[src/hw/sccg_defines.svh]
/*
 * Constants for the sample clock generator control block: register
 * addresses, reset values, write masks, field codes and rates.
 * Assumes control register addresses are five bits wide and data is
 * sixteen bits, as carried in the control slots of the serial frame.
 */
// Summary of operation
// - Rate field gives generator 1 sample rate in 1 Hz steps, 4 to 54 kHz.
// - Rate field resets to 48 kHz, held and unwritable during reset or power-down.
// - Phase bit 8 picks direction: zero advances, one retards the sample clock.
// - Phase magnitude counts 0.12 degree steps, applied and decremented at 3.072 MHz.
// - Phase read returns pending shift sampled at slot 0 or slot-start input.
// - A new phase value may be written whenever the phase register is not held, and replaces unapplied shift.
// - Any control write sends the register's prior contents in next frame slot 1; only the last write of a frame is echoed.
// - Phase register cleared and unwritable in reset, power-down or generator 1 disabled.
// - Reference select zero: master clock reference, shiftable phase, video bit ignored.
// - Reference select one: lock to sync input, no phase shift, 8/7 ignored.
// - Video bit zero locks conversion clock with bit clock; one gives no bit clock.
// - Loop-gain bit zero selects finite gain, one selects infinite gain.
// - Plus-200 bit raises bit clock by 200 Hz, ignored in video lock.
// - Eight-sevenths bit scales conversion rate by 8/7 unless sync referenced.
// - Conversion pin runs 128 times conversion rate when multiplier bit set.
// - Low modifier codes 0 to 11 give 2400 to 28800 Hz; 12 to 14 reserved.
// - Both modifier nibbles all ones give bit clock of 128 times conversion rate.
// - Video lock: top bit NTSC or PAL, next three base, low four divisor.
// - Mode register resets to 00FF, held and unwritable in reset or power-down.
`ifndef SCCG_DEFINES_SVH
`define SCCG_DEFINES_SVH

`define SCCG_ADDR_GEN1_RATE   5'h11
`define SCCG_ADDR_GEN1_PHASE  5'h12
`define SCCG_ADDR_GEN2_MODE   5'h13

`define SCCG_RATE_RESET       16'hBB80
`define SCCG_RATE_MIN         16'h0FA0
`define SCCG_RATE_MAX         16'hD2F0
`define SCCG_PHASE_RESET      16'h0000
`define SCCG_MODE_RESET       16'h00FF
`define SCCG_PHASE_WMASK      16'h01FF
`define SCCG_MODE_WMASK       16'hFCFF

// Clock and step rates in kHz; step tick is their ratio
`define SCCG_CLK_KHZ          17'h0C350
`define SCCG_STEP_KHZ         17'h00C00

`define SCCG_BITCLK_STEP_HZ   16'h0960
`define SCCG_PLUS200_HZ       16'h00C8
`define SCCG_BITCLK_MAX_CODE  4'hB
`define SCCG_MOD_ALL_ONES     8'hFF
`define SCCG_MAG_ZERO         8'h00
`define SCCG_MAG_ONE          8'h01

`endif

[src/hw/sccg_pkg.sv]
/*
 * Types for the sample clock generator control block.
 * Assumes sccg_defines.svh supplies the numeric constants.
 */
package sccg_pkg;

    // Generator 2 mode register, bit 15 down to bit 0
    typedef struct packed {
        logic       ref_sel;
        logic       video;
        logic       loop_gain;
        logic       plus200;
        logic       eight_sev;
        logic       convpin_x128;
        logic [1:0] rsvd;
        logic [7:0] modifiers;
    } sccg_mode_t;

    typedef struct packed {
        logic [6:0] rsvd;
        logic       dir;
        logic [7:0] mag;
    } sccg_phase_t;

    // Control register access decoded from the frame slots
    typedef struct packed {
        logic        wr;
        logic        rd;
        logic [4:0]  addr;
        logic [15:0] wdata;
    } sccg_ctrl_req_t;

    // Decoded generator 2 settings for the clock synthesiser
    typedef struct packed {
        logic        xtal_ref;
        logic        phase_shiftable;
        logic        video_lock;
        logic        pal_ref;
        logic        loop_gain_inf;
        logic        eight_sev_eff;
        logic        convpin_x128;
        logic        bitclk_on;
        logic        bitclk_x128;
        logic        bitclk_reserved;
        logic [15:0] bitclk_hz;
        logic [2:0]  video_base;
        logic [4:0]  video_div;
    } sccg_gen2_cfg_t;

endpackage

[src/hw/sccg_step_tick.sv]
/*
 * Fractional tick generator: one-cycle pulses at the phase step rate,
 * averaged exactly over time from the system clock.
 * Assumes a single clock and a synchronous active-low reset.
 */
`timescale 1ns/1ps
`default_nettype none
`include "sccg_defines.svh"

module sccg_step_tick (
    // Clock and reset
    input  wire logic clock,
    input  wire logic reset_n,
    // Step pulse
    output var  logic tick_r
);
    logic [16:0] acc_r;
    logic [16:0] acc_sum;

    // Phase accumulator; jitter of one clock is the price of a 50 MHz clock
    assign acc_sum = acc_r + `SCCG_STEP_KHZ;

    always_ff @(posedge clock) begin
        if (!reset_n) begin
            acc_r  <= 17'h00000;
            tick_r <= 1'b0;
        end else if (acc_sum >= `SCCG_CLK_KHZ) begin
            acc_r  <= acc_sum - `SCCG_CLK_KHZ;
            tick_r <= 1'b1;
        end else begin
            acc_r  <= acc_sum;
            tick_r <= 1'b0;
        end
    end
endmodule
`default_nettype wire

[src/hw/sccg_ctrl.sv]
/*
 * Sample clock generator control: generator 1 rate and phase shift
 * registers with the phase stepper, and generator 2 mode register with
 * its decoded settings. Registers are reached through the control
 * register slots of the serial frame.
 * Assumes the frame logic delivers decoded control accesses and a
 * slot 0 start pulse on this clock, and that the generator 1 enable
 * bit comes from the enable register on this clock.
 */
`timescale 1ns/1ps
`default_nettype none
`include "sccg_defines.svh"

module sccg_ctrl
    import sccg_pkg::*;
(
    // Clock and reset
    input  wire logic           clock,
    input  wire logic           reset_n,
    // Pins
    input  wire logic           power_down_pin_n,
    input  wire logic           slot_start_input,
    // Frame logic
    input  wire sccg_ctrl_req_t ctrl_req,
    input  wire logic           frame_master,
    input  wire logic           slot0_start,
    output var  logic [15:0]    rd_data_r,
    output var  logic           rd_valid_r,
    output var  logic [15:0]    slot1_data_r,
    output var  logic           slot1_valid_r,
    // Enable register
    input  wire logic           gen1_enable_bit,
    // Generator 1
    output var  logic [15:0]    gen1_rate_field_r,
    output var  logic           gen1_rate_usable_r,
    output var  logic           step_advance_r,
    output var  logic           step_retard_r,
    // Generator 2
    output var  sccg_mode_t     gen2_mode_r,
    output var  sccg_gen2_cfg_t gen2_cfg_r
);
    logic        pwr_meta_r;
    logic        pwr_ok_r;
    logic        ssi_meta_r;
    logic        ssi_sync_r;
    logic        ssi_prev_r;
    logic        frame_evt;
    logic        step_tick;
    sccg_phase_t phase_r;
    sccg_phase_t phase_snap_r;
    logic [15:0] prior_r;
    logic        prior_pend_r;
    logic [15:0] cur_val;
    logic        wr_rate;
    logic        wr_phase;
    logic        wr_mode;
    logic        phase_hold;
    logic        video_nxt;
    logic        bit_on_nxt;
    logic [15:0] bit_hz_nxt;

    // Pin synchronisers
    always_ff @(posedge clock) begin
        if (!reset_n) begin
            pwr_meta_r <= 1'b0;
            pwr_ok_r   <= 1'b0;
        end else begin
            pwr_meta_r <= power_down_pin_n;
            pwr_ok_r   <= pwr_meta_r;
        end
    end

    always_ff @(posedge clock) begin
        if (!reset_n) begin
            ssi_meta_r <= 1'b0;
            ssi_sync_r <= 1'b0;
            ssi_prev_r <= 1'b0;
        end else begin
            ssi_meta_r <= slot_start_input;
            ssi_sync_r <= ssi_meta_r;
            ssi_prev_r <= ssi_sync_r;
        end
    end

    // Sample point of the pending shift, per frame role
    assign frame_evt = frame_master ? slot0_start : (ssi_sync_r & ~ssi_prev_r);

    sccg_step_tick u_step_tick (
        .clock   (clock),
        .reset_n (reset_n),
        .tick_r  (step_tick)
    );

    // Write decode; writes are dropped while held at default
    assign wr_rate    = ctrl_req.wr && (ctrl_req.addr == `SCCG_ADDR_GEN1_RATE) && pwr_ok_r;
    assign phase_hold = !pwr_ok_r || !gen1_enable_bit;
    assign wr_phase   = ctrl_req.wr && (ctrl_req.addr == `SCCG_ADDR_GEN1_PHASE) && !phase_hold;
    assign wr_mode    = ctrl_req.wr && (ctrl_req.addr == `SCCG_ADDR_GEN2_MODE) && pwr_ok_r;

    // Generator 1 sample rate
    always_ff @(posedge clock) begin
        if (!reset_n || !pwr_ok_r) begin
            gen1_rate_field_r <= `SCCG_RATE_RESET;
        end else if (wr_rate) begin
            gen1_rate_field_r <= ctrl_req.wdata;
        end
    end

    // Values outside the usable range are stored but flagged
    always_ff @(posedge clock) begin
        if (!reset_n) begin
            gen1_rate_usable_r <= 1'b1;
        end else begin
            gen1_rate_usable_r <= (gen1_rate_field_r >= `SCCG_RATE_MIN) &&
                                  (gen1_rate_field_r <= `SCCG_RATE_MAX);
        end
    end

    // Phase register: a write replaces any unapplied remainder
    always_ff @(posedge clock) begin
        if (!reset_n || phase_hold) begin
            phase_r <= `SCCG_PHASE_RESET;
        end else if (wr_phase) begin
            phase_r <= ctrl_req.wdata & `SCCG_PHASE_WMASK;
        end else if (step_tick && (phase_r.mag != `SCCG_MAG_ZERO)) begin
            phase_r.mag <= phase_r.mag - `SCCG_MAG_ONE;
        end
    end

    // One step pulse per applied 0.12 degree unit
    always_ff @(posedge clock) begin
        if (!reset_n) begin
            step_advance_r <= 1'b0;
            step_retard_r  <= 1'b0;
        end else begin
            step_advance_r <= !phase_hold && !wr_phase && step_tick &&
                              (phase_r.mag != `SCCG_MAG_ZERO) && !phase_r.dir;
            step_retard_r  <= !phase_hold && !wr_phase && step_tick &&
                              (phase_r.mag != `SCCG_MAG_ZERO) && phase_r.dir;
        end
    end

    // Pending shift as seen at the frame sample point
    always_ff @(posedge clock) begin
        if (!reset_n) begin
            phase_snap_r <= `SCCG_PHASE_RESET;
        end else if (frame_evt) begin
            phase_snap_r <= phase_r;
        end
    end

    // Generator 2 mode register
    always_ff @(posedge clock) begin
        if (!reset_n || !pwr_ok_r) begin
            gen2_mode_r <= `SCCG_MODE_RESET;
        end else if (wr_mode) begin
            gen2_mode_r <= ctrl_req.wdata & `SCCG_MODE_WMASK;
        end
    end

    // Contents of the addressed register before the write lands
    always_comb begin
        unique case (ctrl_req.addr)
            `SCCG_ADDR_GEN1_RATE:  cur_val = gen1_rate_field_r;
            `SCCG_ADDR_GEN1_PHASE: cur_val = phase_r;
            `SCCG_ADDR_GEN2_MODE:  cur_val = gen2_mode_r;
            default:               cur_val = 16'h0000;
        endcase
    end

    // Echo of prior contents; a write in the frame cycle stays pending
    always_ff @(posedge clock) begin
        if (!reset_n) begin
            prior_r      <= 16'h0000;
            prior_pend_r <= 1'b0;
        end else if (ctrl_req.wr) begin
            prior_r      <= cur_val;
            prior_pend_r <= 1'b1;
        end else if (frame_evt) begin
            prior_pend_r <= 1'b0;
        end
    end

    always_ff @(posedge clock) begin
        if (!reset_n) begin
            slot1_data_r  <= 16'h0000;
            slot1_valid_r <= 1'b0;
        end else if (frame_evt) begin
            slot1_data_r  <= prior_r;
            slot1_valid_r <= prior_pend_r;
        end
    end

    // Register read; the phase register returns the sampled pending shift
    always_ff @(posedge clock) begin
        if (!reset_n) begin
            rd_data_r  <= 16'h0000;
            rd_valid_r <= 1'b0;
        end else begin
            rd_valid_r <= ctrl_req.rd;
            if (ctrl_req.rd) begin
                unique case (ctrl_req.addr)
                    `SCCG_ADDR_GEN1_RATE:  rd_data_r <= gen1_rate_field_r;
                    `SCCG_ADDR_GEN1_PHASE: rd_data_r <= phase_snap_r;
                    `SCCG_ADDR_GEN2_MODE:  rd_data_r <= gen2_mode_r;
                    default:               rd_data_r <= 16'h0000;
                endcase
            end
        end
    end

    // Generator 2 decode
    assign video_nxt  = gen2_mode_r.ref_sel && gen2_mode_r.video;
    assign bit_on_nxt = !video_nxt;

    // Bit clock table; reserved codes report zero Hz
    always_comb begin
        bit_hz_nxt = 16'h0000;
        if (gen2_mode_r.modifiers[3:0] <= `SCCG_BITCLK_MAX_CODE) begin
            bit_hz_nxt = `SCCG_BITCLK_STEP_HZ * ({12'h000, gen2_mode_r.modifiers[3:0]} + 16'h0001);
            if (gen2_mode_r.plus200) begin
                bit_hz_nxt = bit_hz_nxt + `SCCG_PLUS200_HZ;
            end
        end
    end

    always_ff @(posedge clock) begin
        if (!reset_n) begin
            gen2_cfg_r <= '0;
        end else begin
            gen2_cfg_r.xtal_ref        <= !gen2_mode_r.ref_sel;
            gen2_cfg_r.phase_shiftable <= !gen2_mode_r.ref_sel;
            gen2_cfg_r.video_lock      <= video_nxt;
            gen2_cfg_r.pal_ref         <= video_nxt && gen2_mode_r.modifiers[7];
            gen2_cfg_r.loop_gain_inf   <= gen2_mode_r.loop_gain;
            gen2_cfg_r.eight_sev_eff   <= !gen2_mode_r.ref_sel && gen2_mode_r.eight_sev;
            gen2_cfg_r.convpin_x128    <= gen2_mode_r.convpin_x128;
            gen2_cfg_r.bitclk_on       <= bit_on_nxt;
            gen2_cfg_r.bitclk_x128     <= bit_on_nxt &&
                                          (gen2_mode_r.modifiers == `SCCG_MOD_ALL_ONES);
            gen2_cfg_r.bitclk_reserved <= bit_on_nxt &&
                                          (gen2_mode_r.modifiers != `SCCG_MOD_ALL_ONES) &&
                                          (gen2_mode_r.modifiers[3:0] > `SCCG_BITCLK_MAX_CODE);
            gen2_cfg_r.bitclk_hz       <= bit_on_nxt ? bit_hz_nxt : 16'h0000;
            gen2_cfg_r.video_base      <= video_nxt ? gen2_mode_r.modifiers[6:4] : 3'h0;
            gen2_cfg_r.video_div       <= video_nxt ?
                                          ({1'b0, gen2_mode_r.modifiers[3:0]} + 5'h01) : 5'h00;
        end
    end
endmodule
`default_nettype wire

[config.mk]
export PLATFORM = sky130hd
export DESIGN_NAME = sccg_ctrl
export DESIGN_NICKNAME = d
export VERILOG_FILES = /design/src/hw/sccg_pkg.sv /design/src/hw/sccg_step_tick.sv /design/src/hw/sccg_ctrl.sv
export VERILOG_INCLUDE_DIRS = /design/src /design/src/hw
export SDC_FILE = /design/constraint.sdc
export NUM_CORES = 1
export LEC_CHECK = 0
export BUFFER_PORTS_ARGS = -buffer_cell sky130_fd_sc_hd__buf_2
export CAP_MARGIN = 20
export CORE_AREA = 2 2 142 144
export CTS_CLUSTER_DIAMETER = 120
export DETAILED_ROUTE_END_ITERATION = 16
export DIE_AREA = 0 0 144 146
export PLACE_DENSITY = 0.63
export SKIP_CTS_REPAIR_TIMING = 1
export SYNTH_ARGS = -nofsm -noshare
export SYNTH_HDL_FRONTEND = slang
export SYNTH_SLANG_ARGS = --single-unit
[constraint.sdc]
create_clock -name clock -period 8.53 [get_ports clock]
set_input_delay 0.4265 -clock clock [delete_from_list [all_inputs] [get_ports clock]]
set_output_delay 0.4265 -clock clock [all_outputs]
set_load 0.05 [all_outputs]
# Word-level counts from Yosys, hierarchy flattened
# Index checks and enable logic that the tools add are counted.
# totals
out_inout_bits,103
elab_cells,109
in_bits,30
regBits,158
# classes
eq_ne,5
reduce_logical,36
bitwise,5
n_mux,10
n_mul,1
order_cmp,5
n_addsub,6
# ops
op,count
16-bit case mux with 3 select lines,2
1-bit logical AND,19
17-bit by 12-bit adder with 17-bit output (second input constant),1
17-bit by 16-bit >= comparator with 1-bit output (second input constant),1
17-bit 2-to-1 mux,1
17-bit by 16-bit subtractor with 17-bit output (second input constant),1
16-bit by 8-bit adder with 16-bit output (second input constant),1
16-bit by 12-bit >= comparator with 1-bit output (second input constant),1
16-bit less-or-equal comparator (second input constant),1
16-bit 2-to-1 mux,1
8-bit 2-to-1 mux,2
5-bit equality test (second input constant),3
7-bit by 5-bit multiplier with 11-bit output (first input constant),1
4-bit by 1-bit adder with 5-bit output (second input constant),2
8-bit equality test (second input constant),1
1-bit logical NOT,8
8-bit inequality test (second input constant),1
8-bit nonzero test,1
8-bit by 1-bit subtractor with 8-bit output (second input constant),1
4-bit > comparator (second input constant),1
4-bit less-or-equal comparator (second input constant),1
1-bit 2-to-1 mux,4
1-bit NOT,4
2-bit nonzero test,2
5 further kinds,7

# Logic depth before layout (Yosys ltp)
# depth
depth_word,9
ltp_mapped,16
mapped_depth_nobuf,15

# Cells and area by module
# Synthesis repeated with hierarchy kept, for this count alone.
# unflattened
cells_unflattened,839
hier_area_um2,7028.0
# modules_own_cells
module,instances,cells_per_inst,area_each_um2,seq_area_each_um2
sccg_ctrl,1,728,6084.6,2722.6
sccg_step_tick,1,111,943.4,280.3

# Worst setup path after synthesis
# OpenSTA, ideal clock, no wires.
# synth_timing
path_kind,register -> register
startpoint,register gen2_mode_r[0] (netlist bit)
endpoint,register gen2_cfg_r[22] (netlist bit)
setup_ns,0.128
arrival_time_ns,3.631
stages_incl_launch_ff,16
period_less_slack_ns,3.758
path_slack_ns,4.772
required_time_ns,8.402
path_buffers,1
cell_sequence,dfxtp_1 buf_2 nand3_1 xor2_1 inv_1 ha_1 inv_1 fa_1 inv_1 ha_1 a21oi_1 o21bai_1 xor2_1 nor4b_1 xnor2_1 nor2_1
# synth_via
elab_chain_cells,4
word_cells_on_any_way,7
cone_classes,2 x add/sub; 1 x mul; 1 x order compare; 1 x mux; 1 x bitwise; 1 x reduce/logical
# synth_rtl
item,line_no,source
"start, declared",sccg_ctrl.sv:39,"output var sccg_mode_t gen2_mode_r,"
"start signal, assigned",sccg_ctrl.sv:155,gen2_mode_r <= `SCCG_MODE_RESET;
"start signal, assigned",sccg_ctrl.sv:157,gen2_mode_r <= ctrl_req.wdata & `SCCG_MODE_WMASK;
4-bit by 1-bit adder with 5-bit output,sccg_ctrl.sv:220,"bit_hz_nxt = `SCCG_BITCLK_STEP_HZ * ({12'h000, gen2_mode_r.modifiers[3:0]} + 16'h0001);"
7-bit by 5-bit multiplier with 11-bit output (no line),n/a,
16-bit by 8-bit adder with 16-bit output (no line),n/a,
16-bit 2-to-1 mux,sccg_ctrl.sv:221,if (gen2_mode_r.plus200) begin
"end, declared",sccg_ctrl.sv:40,output var sccg_gen2_cfg_t gen2_cfg_r
# Parallel ways exist; a longest one is shown, timed or not.
# A chain may end at the register's enable or synchronous reset.

# Final worst setup path
# Ends and elaborated chain as after synthesis.

==> run metrics <==
outcome=complete, no violations; NetSw=0.371 mW; die footprint=21000 um^2; Max Cap Violations=0; DRT antenna net count=0; Final setup viols=0; layout cells sized above 1=19.1%; n_diodes=0; Slew @ Worst Pin=677 ps; TritonCTS buffer count=17; clock skew=10.1 ps; # nets final=944; r2r endpoint=gen2_cfg_r[22]; DIE HEIGHT=146 um; Skew-Pair Late Insertion Delay=430 ps; Synth cell types=58; Worst Setup End Kind=flop; largest family of logic cells by synthesized area=simple AND/OR/NAND/NOR gates; worst-path fanout max=11; Reg-to-Reg Start=gen2_mode_r[0]; antenna violations before repair=0; post-synthesis mux area share=4.17%; Area after DPL=7490 um^2; Via density=4.81; top_reg_cell synth=dfxtp_1; min-delay worst type=input port to flop; Max H-tree Level=4; number of global-route vias before repair=5227; FF-to-FF path depth=14; post-synthesis sequential area ratio=44.7%; crit path time final=3880 ps; Filler cells=1989; PwrDens=193 nW/um^2; Critical Path AT=4180 ps; adder-cell share of the synthesized area=4.62%; Synth Area in Compound Gates=14.6%; Flop pwr share=45.4%; Fin. Hold Viols=0; f_max=0.258 GHz; initial core utilization=34.7%; GRT Overall Usage=16.4%; GPL Wtd Cong=0.816; CTS sink cnt=150; Peak VDD IR=0.139 mV; Hold Path Cell Cnt=2; drt initial violations=219; max-slew violations=0; synthesized instance count=782; Setup Crit Path Kind=flop to flop; I/O pins=133; row cnt=51; DR pass1 iterations=4; via count=5625; DRT Wirelength=17000 um; period utilization=45.5%; number of synthesized flops with an enable pin=0; Syn. warnings=0; Clock power frac=49.3%; r2r setup slk=4650 ps; Hold EP=ssi_meta_r; combinational share of power=5.3%; largest net degree at the start of global routing=79; Layout area overhead=21.0%; Post-synth ARST share=0%; Synth Area in Simple Gates=22.5%; DRC errors left=0; detailed placement HPWL=12200 um; #FFs+latches synth=150; grt total ovfl=0; Clock Tree Root=clkbuf_16; clk buf depth=2; Leakage Power=3.42 nW; drt wl/cell=14.6 um; post-route cell area=8120 um^2; Pint=1.20 mW; PortBufs=126; setup tns final=0 ps; chip width=144 um; startpoint types=flop; overall power=1.57 mW; Worst slew margin=54.9%; switching part of the total=23.7%; critical path required time=8830 ps; hold_sp=slot_start_input; Placeable Area=19300 um^2; CTS clk-pin slew, worst paths=60 ps; CTS tree=yes; mapped cell area=6720 um^2; XOR/XNOR share of the synthesized area=3.89%; first-pass GRT wire length=27200 um; Synth Area per Inst=8.59 um^2; RSZ-0062 raised after global routing=false
==> power by group through the flow <==
stage,Clock (mW),Sequential (mW),Combinational (mW)
CTS,0.787,0.712,0.0820
floorplan,0,0.731,0.0555
detailed placement,0,0.727,0.0816
global route,0.818,0.712,0.0906
global placement,0,0.727,0.0813
finish,0.773,0.712,0.0830
==> per-layer routing <==
layer	share of wire (%)	global-route usage, %	vias to the layer above	routed length (um)
li1	-	-	2836	-
met1	45	20.8	2649	7640
met2	48	27.0	120	8160
met3	5.5	4.61	20	945
met4	1.7	5.15	0	296
met5	0	0	-	0
==> through the flow <==
step / worst slack, ps / std cells / hold slack [ps] / util [%]
2_1_floorplan: 4770 / 788 / 412 / -
3_3_place_gp: 4850 / 1134 / 415 / 38.7
3_5_place_dp: 4620 / 1134 / 430 / 38.7
4_1_cts: 4620 / 1166 / 197 / 41.9
5_1_grt: 4250 / 1169 / 194 / 42.0
6_report: 4650 / 1169 / 212 / 42.0
==> cells by family after synthesis <==
family / Yosys count
simple gates: 321
flops: 150
compound gates: 147
buf+inv: 83
xor+xnor: 29
mux: 28
fa+ha+maj: 23
other cells: 1
==> final cells by class <==
| cell class | count | area, um^2 | share of cell area [%] |
|---|---|---|---|
| inverter | 36 | 135 | 1.66 |
| multi-input combinational | 555 | 3370 | 41.5 |
| tap | 265 | 332 | 4.08 |
| clock buffer | 19 | 433 | 5.33 |
| sequential | 150 | 3000 | 37.0 |
| clock inverter | 13 | 173 | 2.13 |
| timing repair buffer | 131 | 676 | 8.32 |
==> state kept, by name, indices dropped and copies added, names as in the netlist, 9 cells and up <==
| signal | count |
|---|---|
| phase_r | 9 |
| gen1_rate_field_r | 16 |
| prior_r | 16 |
| phase_snap_r | 9 |
| slot1_data_r | 16 |
| u_step_tick.acc_r | 13 |
| gen2_cfg_r | 29 |
| rd_data_r | 16 |
| gen2_mode_r | 14 |
==> worst max-delay path, cell delays in order (launching register included) <==
cell and delay [ps]:
dfxtp_1 620, nand3_1 150, xor2_1 450, inv_1 160, ha_1 310, inv_1 50, fa_1 490, inv_1 50
ha_1 210, a21oi_1 250, o21bai_1 130, xor2_1 250, nor4b_1 410, xnor2_1 170, nor2_1 60
==> cells in the mapped netlist (all sizes together), types with 4 or more instances <==
library cell	instances	area, um^2
nand2	153	574
dfxtp	150	3000
a21oi	47	235
nor2	45	169
inv	36	135
clkbuf	30	114
a21boi	29	218
and2	28	175
mux2i	28	280
nand3	27	140
ha	20	250
o21ai	20	100
buf	17	118
xnor2	17	156
nor2b	16	100
xor2	12	105
nand2b	11	68.8
nand4	9	56.3
o22ai	9	56.3
a211oi	8	60.1
and3	8	55.1
o21a	7	52.6
a22o	6	52.6
nor4	6	43.8
nor3b	5	37.5
nor3	4	20.0
o211ai	4	43.8
==> worst max-delay path by stage <==
| stage | cells after the start | start | to | slack [ps] |
|---|---|---|---|---|
| after floorplan | 15 | gen2_mode_r[0] | gen2_cfg_r[22] | 4770 |
| after global placement | 14 | gen2_mode_r[0] | gen2_cfg_r[22] | 4850 |
| after detailed placement | 14 | gen2_mode_r[0] | gen2_cfg_r[22] | 4620 |
| after CTS | 14 | gen2_mode_r[0] | gen2_cfg_r[22] | 4620 |
| after global routing | 14 | gen2_mode_r[0] | gen2_cfg_r[22] | 4250 |
| final | 14 | gen2_mode_r[0] | gen2_cfg_r[22] | 4650 |
==> cells in the final DEF (no fill, tap or decap), drive strengths merged, types with 3 or more instances in the layout <==
master	synthesis	routed
a22o	6	6
nor3b	5	5
conb	1	7
mux2i	28	28
nor2	45	45
nand3	27	27
clkbuf	30	19
o21ai	20	20
inv	36	40
a21boi	29	29
nand2	153	153
nand4	9	9
ha	20	20
xnor2	17	17
bufinv	0	3
nor3	4	4
dfxtp	150	150
clkinvlp	0	3
and3	8	8
o22ai	9	9
nand2b	11	11
clkinv	0	3
o211ai	4	4
nor4	6	6
buf	17	131
and2	28	28
xor2	12	12
a211oi	8	8
a31oi	3	3
a21oi	47	47
nor2b	16	16
fa	3	3
o21a	7	7
No activity file was read; power rests on OpenSTA's default activity.
